===== src/include/irq_pkg.sv =====
package irq_pkg;

    // ==========================================================
    // Bus shape
    // ==========================================================
    localparam int ADDR_W = 12;
    localparam int DATA_W = 32;
    localparam int REG_W = 8;
    localparam int PORT_W = 8;

    // ==========================================================
    // Register byte offsets
    // ==========================================================
    localparam logic [ADDR_W-1:0] OFS_INTERRUPT_CONTROL = 12'h000;
    localparam logic [ADDR_W-1:0] OFS_PERIPHERAL_IRQ_ENABLE_1 = 12'h004;
    localparam logic [ADDR_W-1:0] OFS_EDGE_CONFIG = 12'h008;
    localparam logic [ADDR_W-1:0] OFS_PIN_CHANGE_CONFIG = 12'h00C;
    localparam logic [ADDR_W-1:0] OFS_PERIPH_FLAG_STATUS = 12'h010;

    // ==========================================================
    // Field positions in interrupt_control and the edge register
    // ==========================================================
    localparam int BIT_GLOBAL_IRQ_ENABLE = 7;
    localparam int BIT_PERIPHERAL_GROUP_ENABLE = 6;
    localparam int BIT_TIMER0_OVERFLOW_ENABLE = 5;
    localparam int BIT_EXT_PIN_IRQ_ENABLE = 4;
    localparam int BIT_PORT_CHANGE_ENABLE = 3;
    localparam int BIT_TIMER0_OVERFLOW_FLAG = 2;
    localparam int BIT_EXT_PIN_IRQ_FLAG = 1;
    localparam int BIT_PORT_CHANGE_FLAG = 0;
    localparam int BIT_EDGE_RISING = 0;

    // ==========================================================
    // Values after reset
    // ==========================================================
    localparam logic [REG_W-1:0] RST_INTERRUPT_CONTROL = 8'h00;
    localparam logic [REG_W-1:0] RST_PERIPHERAL_IRQ_ENABLE_1 = 8'h00;
    localparam logic RST_EDGE_RISING = 1'b1;
    localparam logic [PORT_W-1:0] RST_PIN_CHANGE_CONFIG = 8'h00;
    localparam logic [DATA_W-1:0] RST_PRDATA = 32'h0000_0000;

    // ==========================================================
    // Carriers
    // ==========================================================
    typedef struct packed {
        logic psel;
        logic penable;
        logic pwrite;
        logic [ADDR_W-1:0] paddr;
        logic [DATA_W-1:0] pwdata;
    } apb_req_t;

    typedef struct packed {
        logic pready;
        logic pslverr;
        logic [DATA_W-1:0] prdata;
    } apb_rsp_t;

    typedef enum {
        REG_CONTROL,
        REG_PERIPHERAL_IRQ_ENABLE_1,
        REG_EDGE,
        REG_PIN_CFG,
        REG_PFLAGS,
        REG_NONE
    } reg_sel_t;

endpackage


===== src/rtl/core_interrupt_enable_logic.sv =====
// Overview of operation
// - Global enable set passes unmasked requests; cleared forwards no request.
// - Peripheral group enable set permits peripheral sources; cleared blocks them.
// - Sources enabled in peripheral enable register need peripheral group enable.
// - Timer0 overflow enable gates timer0 overflow flag into request.
// - External pin enable gates external edge flag into request.
// - Port change enable gates port change flag into request.
// - Timer0 overflow sets flag; a software write of zero or a reset clears it.
// - External pin event sets flag; software or a reset clears it.
// - Any enabled port pin change sets flag; software or a reset clears it.
// - Timer1 gate enable gates timer1 gate event into peripheral request.
// - Converter enable gates conversion-complete event into peripheral request.
// - Serial receive enable gates receive-buffer-full event into peripheral request.
// - Serial transmit enable gates transmit-buffer-empty event into peripheral request.
// - Sync serial enable gates transfer-complete event into peripheral request.
// - Capture/compare one enable gates its event into peripheral request.
// - Timer2 match enable gates timer2 period match into peripheral request.
// - Timer1 overflow enable gates timer1 overflow into peripheral request.
// - Flags set on events regardless of any enable bit.
// - Every reset clears global, group and all individual enables.
`timescale 1ns/1ps
`default_nettype none

module core_interrupt_enable_logic
    import irq_pkg::*;
#(
    parameter int PORT_PINS = PORT_W
)
(
    // Clock and reset
    input wire logic sys_clk_i,
    input wire logic nrst_i,

    // APB slave
    input wire apb_req_t apb_i,
    output apb_rsp_t apb_o,

    // Event sources
    input wire logic timer0_overflow_i,
    input wire logic external_irq_pin_i,
    input wire logic [PORT_PINS-1:0] general_port_i,
    input wire logic [REG_W-1:0] periph_flags_i,

    // To CPU sequencer
    output logic irq_o
);

    // ==========================================================
    // State
    // ==========================================================
    typedef struct packed {
        logic global_irq_enable;
        logic peripheral_group_enable;
        logic timer0_overflow_enable;
        logic ext_pin_irq_enable;
        logic port_change_enable;
        logic timer0_overflow_flag;
        logic ext_pin_irq_flag;
        logic port_change_flag;
        logic [REG_W-1:0] peripheral_irq_enable_1;
        logic edge_rising;
        logic [PORT_PINS-1:0] pin_change_config;
        logic ext_meta;
        logic ext_sync;
        logic ext_prev;
        logic [PORT_PINS-1:0] port_meta;
        logic [PORT_PINS-1:0] port_sync;
        logic [PORT_PINS-1:0] port_prev;
        apb_rsp_t rsp;
        logic irq;
    } state_t;

    state_t state_q;
    state_t state_d;

    // ==========================================================
    // Address decode
    // ==========================================================
    function automatic reg_sel_t decode(input logic [ADDR_W-1:0] addr);
        reg_sel_t sel;
        if (addr == OFS_INTERRUPT_CONTROL)
        begin
            sel = REG_CONTROL;
        end
        else if (addr == OFS_PERIPHERAL_IRQ_ENABLE_1)
        begin
            sel = REG_PERIPHERAL_IRQ_ENABLE_1;
        end
        else if (addr == OFS_EDGE_CONFIG)
        begin
            sel = REG_EDGE;
        end
        else if (addr == OFS_PIN_CHANGE_CONFIG)
        begin
            sel = REG_PIN_CFG;
        end
        else if (addr == OFS_PERIPH_FLAG_STATUS)
        begin
            sel = REG_PFLAGS;
        end
        else
        begin
            sel = REG_NONE;
        end
        return sel;
    endfunction

    // ==========================================================
    // Per-pin change detect
    // ==========================================================
    logic [PORT_PINS-1:0] pin_changed;

    for (genvar i = 0; i < PORT_PINS; i++)
    begin : g_pin
        // Pins left out of the config never raise the flag
        assign pin_changed[i] = state_q.pin_change_config[i]
            & (state_q.port_sync[i] ^ state_q.port_prev[i]);
    end

    // ==========================================================
    // Combinational view of registers
    // ==========================================================
    logic [REG_W-1:0] control_view;
    logic [REG_W-1:0] pie_view;
    logic [REG_W-1:0] wbyte;
    logic setup;
    logic access;
    logic wr;
    logic ext_edge;
    logic core_req;
    logic periph_req;
    reg_sel_t setup_sel;
    reg_sel_t access_sel;

    always_comb
    begin
        control_view = '0;
        control_view[BIT_GLOBAL_IRQ_ENABLE] = state_q.global_irq_enable;
        control_view[BIT_PERIPHERAL_GROUP_ENABLE] = state_q.peripheral_group_enable;
        control_view[BIT_TIMER0_OVERFLOW_ENABLE] = state_q.timer0_overflow_enable;
        control_view[BIT_EXT_PIN_IRQ_ENABLE] = state_q.ext_pin_irq_enable;
        control_view[BIT_PORT_CHANGE_ENABLE] = state_q.port_change_enable;
        control_view[BIT_TIMER0_OVERFLOW_FLAG] = state_q.timer0_overflow_flag;
        control_view[BIT_EXT_PIN_IRQ_FLAG] = state_q.ext_pin_irq_flag;
        control_view[BIT_PORT_CHANGE_FLAG] = state_q.port_change_flag;
        pie_view = state_q.peripheral_irq_enable_1;
    end

    assign setup = apb_i.psel & ~apb_i.penable;
    assign access = apb_i.psel & apb_i.penable & state_q.rsp.pready;
    assign wr = access & apb_i.pwrite;
    assign wbyte = apb_i.pwdata[REG_W-1:0];
    assign setup_sel = decode(apb_i.paddr);
    assign access_sel = decode(apb_i.paddr);

    // Edge polarity chosen by software
    assign ext_edge = state_q.edge_rising
        ? (state_q.ext_sync & ~state_q.ext_prev)
        : (~state_q.ext_sync & state_q.ext_prev);

    // ==========================================================
    // Request combine
    // ==========================================================
    always_comb
    begin
        core_req = (state_q.timer0_overflow_enable & state_q.timer0_overflow_flag)
            | (state_q.ext_pin_irq_enable & state_q.ext_pin_irq_flag)
            | (state_q.port_change_enable & state_q.port_change_flag);
        // Bit order matches the enable register: 7 gate .. 0 timer1 overflow
        periph_req = |(state_q.peripheral_irq_enable_1 & periph_flags_i)
            ;
    end

    // ==========================================================
    // Next state
    // ==========================================================
    always_comb
    begin
        state_d = state_q;

        // Two-stage synchronisers, then one stage for edge history
        state_d.ext_meta = external_irq_pin_i;
        state_d.ext_sync = state_q.ext_meta;
        state_d.ext_prev = state_q.ext_sync;
        state_d.port_meta = general_port_i;
        state_d.port_sync = state_q.port_meta;
        state_d.port_prev = state_q.port_sync;

        // Software writes land first so hardware sets can win below
        if (wr && access_sel == REG_CONTROL)
        begin
            state_d.global_irq_enable = wbyte[BIT_GLOBAL_IRQ_ENABLE];
            state_d.peripheral_group_enable = wbyte[BIT_PERIPHERAL_GROUP_ENABLE];
            state_d.timer0_overflow_enable = wbyte[BIT_TIMER0_OVERFLOW_ENABLE];
            state_d.ext_pin_irq_enable = wbyte[BIT_EXT_PIN_IRQ_ENABLE];
            state_d.port_change_enable = wbyte[BIT_PORT_CHANGE_ENABLE];
            state_d.timer0_overflow_flag = wbyte[BIT_TIMER0_OVERFLOW_FLAG];
            state_d.ext_pin_irq_flag = wbyte[BIT_EXT_PIN_IRQ_FLAG];
            state_d.port_change_flag = wbyte[BIT_PORT_CHANGE_FLAG];
        end
        else if (wr && access_sel == REG_PERIPHERAL_IRQ_ENABLE_1)
        begin
            state_d.peripheral_irq_enable_1 = wbyte;
        end
        else if (wr && access_sel == REG_EDGE)
        begin
            state_d.edge_rising = wbyte[BIT_EDGE_RISING];
        end
        else if (wr && access_sel == REG_PIN_CFG)
        begin
            state_d.pin_change_config = wbyte[PORT_PINS-1:0];
        end

        // Flags ignore every enable, and an event beats a clearing write
        if (timer0_overflow_i)
        begin
            state_d.timer0_overflow_flag = 1'b1;
        end
        if (ext_edge)
        begin
            state_d.ext_pin_irq_flag = 1'b1;
        end
        if (|pin_changed)
        begin
            state_d.port_change_flag = 1'b1;
        end

        // Zero-wait slave: answer sits ready for the first access cycle
        state_d.rsp.pready = setup;
        state_d.rsp.pslverr = 1'b0;
        state_d.rsp.prdata = RST_PRDATA;
        if (setup)
        begin
            if (setup_sel == REG_CONTROL)
            begin
                state_d.rsp.prdata[REG_W-1:0] = control_view;
            end
            else if (setup_sel == REG_PERIPHERAL_IRQ_ENABLE_1)
            begin
                state_d.rsp.prdata[REG_W-1:0] = pie_view;
            end
            else if (setup_sel == REG_EDGE)
            begin
                state_d.rsp.prdata[BIT_EDGE_RISING] = state_q.edge_rising;
            end
            else if (setup_sel == REG_PIN_CFG)
            begin
                state_d.rsp.prdata[PORT_PINS-1:0] = state_q.pin_change_config;
            end
            else if (setup_sel == REG_PFLAGS)
            begin
                state_d.rsp.prdata[REG_W-1:0] = periph_flags_i;
            end
            else
            begin
                state_d.rsp.pslverr = 1'b1;
            end
        end

        // Registered request: one cycle behind the flags it reflects
        state_d.irq = state_q.global_irq_enable
            & (core_req
            | (state_q.peripheral_group_enable & periph_req));
    end

    // ==========================================================
    // Registers
    // ==========================================================
    always_ff @(posedge sys_clk_i)
    begin
        if (!nrst_i)
        begin
            state_q <= '0;
            state_q.global_irq_enable <= RST_INTERRUPT_CONTROL[BIT_GLOBAL_IRQ_ENABLE];
            state_q.peripheral_group_enable
                <= RST_INTERRUPT_CONTROL[BIT_PERIPHERAL_GROUP_ENABLE];
            state_q.timer0_overflow_enable
                <= RST_INTERRUPT_CONTROL[BIT_TIMER0_OVERFLOW_ENABLE];
            state_q.ext_pin_irq_enable <= RST_INTERRUPT_CONTROL[BIT_EXT_PIN_IRQ_ENABLE];
            state_q.port_change_enable <= RST_INTERRUPT_CONTROL[BIT_PORT_CHANGE_ENABLE];
            state_q.peripheral_irq_enable_1 <= RST_PERIPHERAL_IRQ_ENABLE_1;
            state_q.edge_rising <= RST_EDGE_RISING;
            state_q.pin_change_config <= RST_PIN_CHANGE_CONFIG[PORT_PINS-1:0];
            state_q.rsp.prdata <= RST_PRDATA;
        end
        else
        begin
            state_q <= state_d;
        end
    end

    // ==========================================================
    // Outputs
    // ==========================================================
    assign apb_o = state_q.rsp;
    assign irq_o = state_q.irq;

endmodule

`default_nettype wire


===== config.mk =====
export PLATFORM = sky130hd
export DESIGN_NAME = core_interrupt_enable_logic
export DESIGN_NICKNAME = d
export VERILOG_FILES = /design/src/include/irq_pkg.sv /design/src/rtl/core_interrupt_enable_logic.sv
export SDC_FILE = /design/constraint.sdc
export NUM_CORES = 1
export LEC_CHECK = 0
export BUFFER_PORTS_ARGS = -buffer_cell sky130_fd_sc_hd__buf_2
export CAP_MARGIN = 20
export CELL_PAD_IN_SITES_DETAIL_PLACEMENT = 0
export CELL_PAD_IN_SITES_GLOBAL_PLACEMENT = 1
export CORE_ASPECT_RATIO = 1.75
export CORE_MARGIN = 2
export CORE_UTILIZATION = 39
export DETAILED_ROUTE_END_ITERATION = 8
export GPL_TIMING_DRIVEN = 0
export PLACE_DENSITY = 0.89
export SYNTH_ARGS = -nofsm -noshare
export SYNTH_HDL_FRONTEND = slang
export SYNTH_SLANG_ARGS = --single-unit

===== constraint.sdc =====
create_clock -name sys_clk_i -period 4.5 [get_ports sys_clk_i]
set_input_delay 0.9 -clock sys_clk_i [delete_from_list [all_inputs] [get_ports sys_clk_i]]
set_output_delay 0.9 -clock sys_clk_i [all_outputs]
set_load 0.02 [all_outputs]

# Word level (Yosys, flattened, before mapping)
# Index checks and enable logic that the tools add are counted.
# totals
out_inout_bits,35
reg_bits,87
# op_classes
reduce_logical,16
bitwise_logic,39
n_mux,17
n_eq_ne,8
# ops
op,n
$eq A32 B3 Y1 const B,2
$mux W32,2
$eq A32 B2 Y1 const B,1
$eq A32 B4 Y1 const B,1
$logic_not A32 Y1,1
$mux W8,4
$eq A12 B4 Y1 const B,2
$and A1 B1 Y1,19
$reduce_or A8 Y1,2
$eq A12 B3 Y1 const B,1
$eq A12 B5 Y1 const B,1
$logic_not A12 Y1,1
$mux W3,3
$and A8 B8 Y8,1
$not A1 Y1,8
$xor A1 B1 Y1,8
$mux W1,7
$mux W7,1
$reduce_bool A2 Y1,3
$reduce_or A6 Y1,1
$logic_and A1 B1 Y1,4
$reduce_and A2 Y1,2
$reduce_and A4 Y1,1
$or A1 B1 Y1,3
$reduce_and A3 Y1,1

# Longest topological paths before layout
# Gate-level depths: netlist (run 1).
# logic_depth
depth_word,12
ltp_mapped,7
ltp_nobuf,4

# Worst setup path after synthesis (run 1)
# Ideal clock, no wire load.
# synth_path
path_kind,input -> register
startpoint,in apb_i[41] (netlist name)
endpoint,reg state_q (netlist bit control_view[3])
path_buffers,1
cell_stages,5
path_slack_ns,2.191
required_ns,4.430
setup_time_ns,0.070
arrival_time_ns,2.238
path_cell_list,or4_4 -> nor4_4 -> buf_6 -> nand4_1 -> a21oi_1
# synth_via
elab_chain_cells,8
# synth_rtl
item,line,rtl
start: declaration,core_interrupt_enable_logic.sv:35,"input wire apb_req_t apb_i,"
$eq A12 B5 Y1,core_interrupt_enable_logic.sv:97,else if (addr == OFS_PERIPH_FLAG_STATUS)
$mux W1,core_interrupt_enable_logic.sv:97,
$mux W3,core_interrupt_enable_logic.sv:93,else if (addr == OFS_PIN_CHANGE_CONFIG)
$mux W3,core_interrupt_enable_logic.sv:89,else if (addr == OFS_EDGE_CONFIG)
$mux W32,core_interrupt_enable_logic.sv:85,else if (addr == OFS_PERIPHERAL_IRQ_ENABLE_1)
$mux W32 *,core_interrupt_enable_logic.sv:81,if (addr == OFS_INTERRUPT_CONTROL)
$logic_not A32 Y1 *,core_interrupt_enable_logic.sv:190,if (wr && access_sel == REG_CONTROL)
$logic_and A1 B1 Y1 *,core_interrupt_enable_logic.sv:190,
end signal: assignment,core_interrupt_enable_logic.sv:288,state_q <= state_d;
end: declaration,core_interrupt_enable_logic.sv:73,state_t state_q;
# Mark *: on every way between the ends. The rest lies on a longest branch, timed or not.
# A chain may end at the register's enable or synchronous reset.

# Final worst setup path (run 1)
# layout_path
startpoint,in apb_i[41] (netlist name)
endpoint,reg state_q (netlist bit apb_o[0])
# layout_via
elab_chain_cells,12
# layout_rtl
item,line,rtl
$eq A12 B5 Y1,core_interrupt_enable_logic.sv:97,
$mux W1,core_interrupt_enable_logic.sv:97,
$mux W3,core_interrupt_enable_logic.sv:93,
$mux W3,core_interrupt_enable_logic.sv:89,
$mux W32,core_interrupt_enable_logic.sv:85,
$mux W32 *,core_interrupt_enable_logic.sv:81,
$eq A32 B4 Y1,core_interrupt_enable_logic.sv:250,else if (setup_sel == REG_PFLAGS)
$mux W8,core_interrupt_enable_logic.sv:250,
$mux W8,core_interrupt_enable_logic.sv:246,else if (setup_sel == REG_PIN_CFG)
$mux W1,core_interrupt_enable_logic.sv:242,else if (setup_sel == REG_EDGE)
$mux W8,core_interrupt_enable_logic.sv:238,else if (setup_sel == REG_PERIPHERAL_IRQ_ENABLE_1)
$mux W8 *,core_interrupt_enable_logic.sv:234,if (setup_sel == REG_CONTROL)
# Marks and branches as above.

==> flow_summary.ini, run 1 <==
[timing]
tightest_slew_ns = 1.08
fin_tns_setup_ns = 0
finClkSkew_ns = 0.00632
fmax_ghz = 0.405
hold_viol = 0
rsz0062_at_grt = false
slew_violations = 0
finalCritPeriodShare_pct = 54.9
finalSetupViolations = 0
finalCriticalPeriod_ns = 2.47
relSlewSlack_pct = 28.1
fin_ws_ns = 2.03

[synth]
synth.avg_cell_area_um2 = 9.14
yosys.area.top_type = dfxtp_1
yosysTopAreaCellShare_pct = 45.1
syn_area_um2 = 2800
synth_flop_cell = dfxtp_1
synthCells = 306
synth_edf_count = 0
ys_warn_count = 0
synth_cell_types = 36
synth_area_leaders = dfxtp_1 45%, buf_4 9.1%, and2_1 6.0%
yosys_register_bits = 63
async_reset_ff_share_pct = 0
ys_seq_area_share_pct = 45.1

[final_layout]
final_cell_mix = 63 x dfxtp_1, 52 x buf_2, 34 x buf_4, 27 x and2_1
area_growth_pct = 27.9
multiInputGateArea_um2 = 1280
utilization_pct = 51.8
drive_gt1_share_pct = 27.7
ff_latch_area_um2 = 1260
fillers = 652
final_common_cell = dfxtp_1
insertedDiodeCount = 0
stdcell_count = 481
final_nets = 459

[power]
power.density_nw_per_um2 = 398
cellLeakagePower_nw = 1.53
irDropWorstVdd_uv = 228
p_total_mw = 1.42

[global_route]
grt_pass1_wl_um = 11000
grt_max_degree = 11
track_usage_pct = 19.2
grt_pass1_vias = 2427
grt.busiest_layer = met2
grt_use_met2_pct = 34.6
antenna_found_initial = 0
grt-ovfl-total = 0
use_met3_pct = 5.92
grt_util_met1_pct = 17.1

[cts]
post_cts_buffers = 0
clockBufferDepth = 2
cts_buffers = 9
clock_latency_ns = 0.33
cts_root_buf = clkbuf_16
tritoncts = done
cts.sink_count = 63
holdBufCountCts = 0
h-tree-depth = 3
cts_resized = 0
path_clk_slew_ns = 0.05

[worst_setup_path]
end_kind = flop
slowest_stage = nor4_1
rr_worst_depth = 5
cp_max_fo = 10
max_stage_delay_ns = 0.55
cp.arrival_ns = 2.75
critPathRequiredTime_ns = 4.78
critPathLaunchType = input pin
worst-setup-path-type = in -> reg
crit_chain = buf_2, nor4_1, nand4_1, clkbuf_1, o32ai_1, o311a_1

[min_path]
hold_path.class = reg -> reg
min_path_cells = 1

[floorplan]
die-width_um = 68.0
die_h_um = 116
rows = 40
die_area_um2 = 7890
initial_utilization_pct = 40.5
ios = 102
coreArea_um2 = 6910

[placed_design]
io_buffers = 52
hpwlAfterDp_um = 5310
placed_cells = 465
pre_cts_slack_ns = 1.74
gp_congestion = 0.875

[routing]
drt_iter0_markers = 192
dr_total_vias = 2509
routedWlPerCell_um = 14.4
vias_per_cell = 5.22
drc = 0
drtAntennaViolNets = 0
routed_wl_um = 6940
dr.pass1.iters = 4

[run]
maxCapViolCount = 0

[status]
status = complete, no violations
## cells in the mapped netlist, types with 2 or more instances
cell type  number
dfxtp_1        63
buf_4          34
and2_1         27
a21oi_1        24
o21ai_0        24
nand4_1        22
a22oi_1        16
clkbuf_1       16
nor2_1         12
nand3_1        10
o311a_1         8
xor2_1          8
o22ai_1         7
nand2_1         4
a31oi_1         3
and4_1          2
clkinv_1        2
inv_1           2
nor4_1          2
nor4_4          2
o21a_1          2
or2_2           2
## flip-flops by register name, summed over array words and instances (netlist names)
register and flops:
state_d 18, pie_view 8, state_q 18, irq_o 1, control_view 8, apb_o 10
## cell type report
cell class / instances / area share (%)
Clock buffer: 14 / 8.22
Buffer: 51 / 9.13
Sequential cell: 63 / 35.3
Timing Repair Buffer: 52 / 7.28
Clock inverter: 2 / 0.979
Multi-Input combinational cell: 211 / 35.8
Tap cell: 84 / 2.94
Inverter: 4 / 0.420
## where the power goes
part / internal, mW / total [mW] / switching, mW
logic: 0.0438 / 0.110 / 0.0666
registers: 0.570 / 0.575 / 0.00488
clock network: 0.502 / 0.738 / 0.236
total: 1.12 / 1.42 / 0.307
## final timing paths
path	start	endpoint	slack, ns
setup / recovery	apb_i[41]	apb_o[0]	2.03
hold / removal	state_d[60]	state_d[59]	0.43
setup reg to reg	apb_o[33]	control_view[5]	2.83
hold reg to reg	state_d[60]	state_d[59]	0.43
## metrics by stage
stage,hold slack (ns),instance area [um^2]
2_1_floorplan,0.412,2880
3_3_place_gp,0.414,3250
3_5_place_dp,0.421,3250
4_1_cts,0.433,3580
5_1_grt,0.452,3580
6_report,0.428,3580
## cells by family (layout without fill, tap and decap cells)
| kind of cell | after synthesis | in the layout | synth area share, % |
|---|---|---|---|
| AO/OA/AOI/OAI | 87 | 87 | 19.5 |
| flip-flops | 63 | 63 | 45.1 |
| AND/OR/NAND/NOR | 92 | 92 | 20.5 |
| other | 1 | 24 | 0.134 |
| buffers and inverters | 55 | 123 | 12.2 |
| XOR/XNOR | 8 | 8 | 2.51 |
## critical path: cells and delay by family
kind | cells | cell delay [ns]
AND/OR/NAND/NOR | 2 | 0.97
AO/OA/AOI/OAI | 2 | 0.42
buffers and inverters | 2 | 0.45
## routing by layer
metal	vias up	wire length [um]
met3	28	406
met4	0	316
met1	1157	2380
li1	1232	-
met5	-	0
met2	92	3830
Power figures use the tool's default switching activity.
==> inputs of run 2 (changes only) <==
CORE_UTILIZATION = 36   (was 39)
PLACE_DENSITY = 0.83   (was 0.89)
clock period = 2.5 ns   (was 4.5 ns; I/O delays follow)
==> flow_summary.ini, run 2 (synthesis gave the netlist of run 1 again) <==
[status]
status = complete, no violations

[timing]
finalCritPeriodShare_pct = 82.6
slew_violations = 0
finalSetupViolations = 0
fin_tns_setup_ns = 0
fmax_ghz = 0.484
rsz0062_at_grt = false
tightest_slew_ns = 0.728
finClkSkew_ns = 0.00760
relSlewSlack_pct = 51.3
hold_viol = 0
fin_ws_ns = 0.435
finalCriticalPeriod_ns = 2.07

[power]
power.density_nw_per_um2 = 722
irDropWorstVdd_uv = 483
p_comb_share_pct = 7.7
cellLeakagePower_nw = 1.53
cell_internal_pwr_mw = 2.03
p_total_mw = 2.59
netSwitchingFraction_pct = 21.6
switching_power_mw = 0.559
pwr-share-seq_pct = 39.9
p_clk_share_pct = 52.4

[routing]
dr.pass1.iters = 5
drc = 0
routedWlPerCell_um = 14.3
routed_wl_um = 6960
drt_iter0_markers = 202
vias_per_cell = 5.18
drtAntennaViolNets = 0
dr_total_vias = 2517

[cts]
cts_buffers = 9
holdBufCountCts = 0
path_clk_slew_ns = 0.05
cts_root_buf = clkbuf_16
cts_resized = 0
cts.sink_count = 63
h-tree-depth = 3
clockBufferDepth = 2
clock_latency_ns = 0.33
tritoncts = done
post_cts_buffers = 0

[placed_design]
hpwlAfterDp_um = 5370
gp_congestion = 0.875
pre_cts_slack_ns = 0.122
io_buffers = 52

[final_layout]
utilization_pct = 47.4
fillers = 744
final_nets = 460
final_cell_mix = 63 x dfxtp_1, 52 x buf_2, 34 x buf_4, 27 x and2_1
drive_gt1_share_pct = 27.4
final_common_cell = dfxtp_1
area_growth_pct = 28.2
ff_latch_area_um2 = 1260
multiInputGateArea_um2 = 1280
insertedDiodeCount = 0

[floorplan]
initial_utilization_pct = 37.0
ios = 102
die_area_um2 = 8520
rows = 42
die_h_um = 121
die-width_um = 70.6
coreArea_um2 = 7570

[worst_setup_path]
end_kind = flop
cp.arrival_ns = 2.28
cp_max_fo = 10
critPathRequiredTime_ns = 2.72
worst-setup-path-type = in -> reg
critPathLaunchType = input pin

[global_route]
track_usage_pct = 17.1
grt-ovfl-total = 0
grt_pass1_wl_um = 11200
grt_pass1_vias = 2362
antenna_found_initial = 0
grt_max_degree = 11

[run]
maxCapViolCount = 0

[min_path]
hold_path.class = in -> reg
-- run 2: changes by cell type in the layout (fill, tap and decap cells not counted) --
cell,change
bufinv_16,+1
clkbuf_1,+2
clkbuf_4,+1
clkbuf_8,-3
-- run 2: final timing paths --
kind	startpoint	endpoint	slack [ns]	depth (start not counted)
setup / recovery	apb_i[41]	apb_o[4]	0.43	5
hold / removal	general_port_i[0]	state_d[43]	0.37	2
setup reg to reg	apb_o[33]	pie_view[7]	0.88	5
hold reg to reg	state_d[49]	state_d[41]	0.43	1
-- run 2: routing by layer --
layer  GRT usage, %  up-vias  share of wire (%)
li1               -     1243                  -
met1           16.0     1162                 35
met2           33.2       97                 57
met3           2.75       15                5.3
met4           11.0        0                2.9
met5              0        -                  0
-- run 2: area by class of cell --
cell class	instances	share of cell area, %
Clock inverter	3	1.81
Sequential cell	63	35.2
Timing Repair Buffer	53	7.47
Multi-Input combinational cell	211	35.7
Inverter	4	0.419
Clock buffer	13	7.26
Tap cell	88	3.07
Buffer	51	9.11
-- run 2: worst max-delay path, stage by stage --
cell and delay [ns]:
buf_2 0.10, nor4_1 0.53, nand4_1 0.44, clkbuf_1 0.35
o311a_1 0.35
-- run 2: power by group through the flow --
stage               Combinational, mW  Sequential [mW]  Clock (mW)
floorplan                       0.130             1.05           0
global placement                0.194             1.05           0
detailed placement              0.196             1.06           0
CTS                             0.196             1.03        1.38
global route                    0.218             1.04        1.42
finish                          0.199             1.03        1.36
-- run 2: stage by stage --
stage	std cells	area, um^2	hold slack [ns]
after floorplan	329	2880	0.412
after global placement	469	3250	0.413
after detailed placement	469	3250	0.417
after CTS	485	3580	0.367
after global routing	486	3590	0.383
final	486	3590	0.374
==> inputs of run 3 (changes only) <==
ABC_AREA = 1   (was default)
CORE_UTILIZATION = 35   (was 36)
PLACE_DENSITY = 0.84   (was 0.83)
clock period = 2.14 ns   (was 2.5 ns; I/O delays follow)
==> flow_summary.ini, run 3 <==
[status]
status = complete, no violations

[global_route]
antenna_found_initial = 0
track_usage_pct = 15.6
grt_max_degree = 11
grt-ovfl-total = 0
grt_pass1_wl_um = 10400
grt_pass1_vias = 2337

[final_layout]
drive_gt1_share_pct = 26.0
final_nets = 532
fillers = 764
insertedDiodeCount = 0
final_cell_mix = 84 x nand2_1, 63 x dfxtp_1, 54 x buf_2, 52 x inv_1, 34 x buf_4
final_common_cell = nand2_1
area_growth_pct = 27.7
utilization_pct = 46.0

[cts]
cts.sink_count = 63
tritoncts = done
h-tree-depth = 3
cts_buffers = 9
path_clk_slew_ns = 0.05
cts_resized = 0
holdBufCountCts = 0
clock_latency_ns = 0.33
post_cts_buffers = 0
cts_root_buf = clkbuf_16
clockBufferDepth = 2

[power]
switching_power_mw = 0.616
pwr-share-seq_pct = 40.7
p_total_mw = 2.98
power.density_nw_per_um2 = 818
irDropWorstVdd_uv = 463
cell_internal_pwr_mw = 2.36
cellLeakagePower_nw = 1.86
netSwitchingFraction_pct = 20.7
p_clk_share_pct = 52.4
p_comb_share_pct = 6.9

[synth]
yosys_register_bits = 63
synth_top_family_by_area = simple AND/OR/NAND/NOR gates
synth.avg_cell_area_um2 = 7.53
synth_area_leaders = dfxtp_1 44%, nand2_1 11%, buf_4 9.0%
syn_area_um2 = 2850
yosys.area.top_type = dfxtp_1
synthTopCellsByCount = 84 x nand2_1, 63 x dfxtp_1, 52 x inv_1, 34 x buf_4, 31 x a21oi_1
synth_compound_area_share_pct = 13.0
synth.area.mux_share_pct = 0
yosysMostFrequentCell = nand2_1
ys_seq_area_share_pct = 44.3
yosys.area_share.xor_xnor_pct = 0
ys_warn_count = 0
synth_edf_count = 0
yosysTopAreaCellShare_pct = 44.3
synth-simple-area-share_pct = 24.9
async_reset_ff_share_pct = 0
synth_flop_cell = dfxtp_1
yosys.area_share.adder_pct = 0
synth_cell_types = 30
synthCells = 378

[timing]
relSlewSlack_pct = 58.3
finalCriticalPeriod_ns = 1.51
hold_viol = 0
fin_tns_setup_ns = 0
fmax_ghz = 0.662
rsz0062_at_grt = false
finClkSkew_ns = 0.00740
finalCritPeriodShare_pct = 70.6
tightest_slew_ns = 0.623
finalSetupViolations = 0
slew_violations = 0

[worst_setup_path]
end_kind = flop
timing.rr.start = apb_o[33]
worst-setup-path-type = in -> reg
cp.arrival_ns = 1.73
rr_worst_depth = 7
critPathRequiredTime_ns = 2.36
critPathLaunchType = input pin
rrSetupSlack_ns = 0.63
cp_max_fo = 10
r2r-end = pie_view[6]

[placed_design]
gp_congestion = 0.805
hpwlAfterDp_um = 5140
io_buffers = 53

[routing]
vias_per_cell = 4.46
routedWlPerCell_um = 11.5
drc = 0
dr_total_vias = 2495
dr.pass1.iters = 4
drt_iter0_markers = 166
drtAntennaViolNets = 0
routed_wl_um = 6460

[floorplan]
die-width_um = 72.2
rows = 43
ios = 102
coreArea_um2 = 7910
die_area_um2 = 8900
initial_utilization_pct = 36.0
die_h_um = 123

[min_path]
min_path_cells = 3
min_to = state_d[45]
hold_path.class = in -> reg
hp-start = general_port_i[2]

[run]
maxCapViolCount = 0
[run 3: changes by cell type after synthesis, moves of 7 or more]
cell,delta
nand2_1,+80
inv_1,+50
and2_1,-27
a22oi_1,-16
nand4_1,-15
nand3_1,+13
clkbuf_1,-11
o311a_1,-8
xor2_1,-8
a21oi_1,+7
o22ai_1,-7
[run 3: cell families (layout without fill, tap and decap cells)]
kind of cell	count (synthesis)	count (layout)
compound gates	70	70
other cells	1	24
buf+inv	98	167
flops	63	63
simple gates	146	146
[run 3: worst max path at each step]
| stage | startpoint | endpoint | slack, ns | cells past startpoint |
|---|---|---|---|---|
| floorplan | apb_i[37] | state_q[67] | 0.66 | 7 |
| global placement | apb_i[43] | state_q[67] | 0.29 | 8 |
| detailed placement | apb_i[37] | state_q[68] | 0.27 | 8 |
| CTS | apb_o[33] | pie_view[5] | 0.61 | 7 |
| global route | apb_o[33] | pie_view[3] | 0.44 | 7 |
| finish | apb_i[37] | state_q[68] | 0.63 | 8 |
[run 3: worst max-delay path, cell delays in order]
cell	delay (ns)
buf_2	0.11
nor2_2	0.14
nand2_4	0.11
nor3_4	0.45
nand2_4	0.14
buf_6	0.18
o21ai_1	0.11
a21oi_1	0.05
[run 3: power groups by stage]
stage               clock network (mW)  logic (mW)  registers, mW
CTS                               1.59       0.205           1.21
global route                      1.66       0.229           1.21
global placement                     0       0.202           1.23
finish                            1.56       0.205           1.21
detailed placement                   0       0.205           1.23
floorplan                            0       0.134           1.23
[run 3: layout make-up]
type	count	area, um^2	area share, %
plain buffers	41	290	7.98
clock buffers	13	260	7.16
clock inverters	3	65.1	1.79
inverters	57	215	5.92
multi-input cells	240	1170	32.1
flip-flops and latches	63	1260	34.7
well taps	90	113	3.10
repair buffers	53	265	7.29
[run 3: metrics by stage]
stage | std cells | hold slack [ns] | instance area, um^2 | setup WS [ns]
floorplan | 401 | 0.390 | 2930 | 0.659
global placement | 544 | 0.393 | 3310 | 0.285
detailed placement | 544 | 0.397 | 3310 | 0.274
CTS | 560 | 0.272 | 3640 | 0.613
global route | 560 | 0.284 | 3640 | 0.443
finish | 560 | 0.281 | 3640 | 0.630
[run 3: metal layers]
metal / share of wire [%] / global-route usage (%)
met4: 2.9 / 8.37
met2: 57 / 30.5
met3: 5.5 / 4.07
met1: 34 / 13.9
met5: 0 / 0
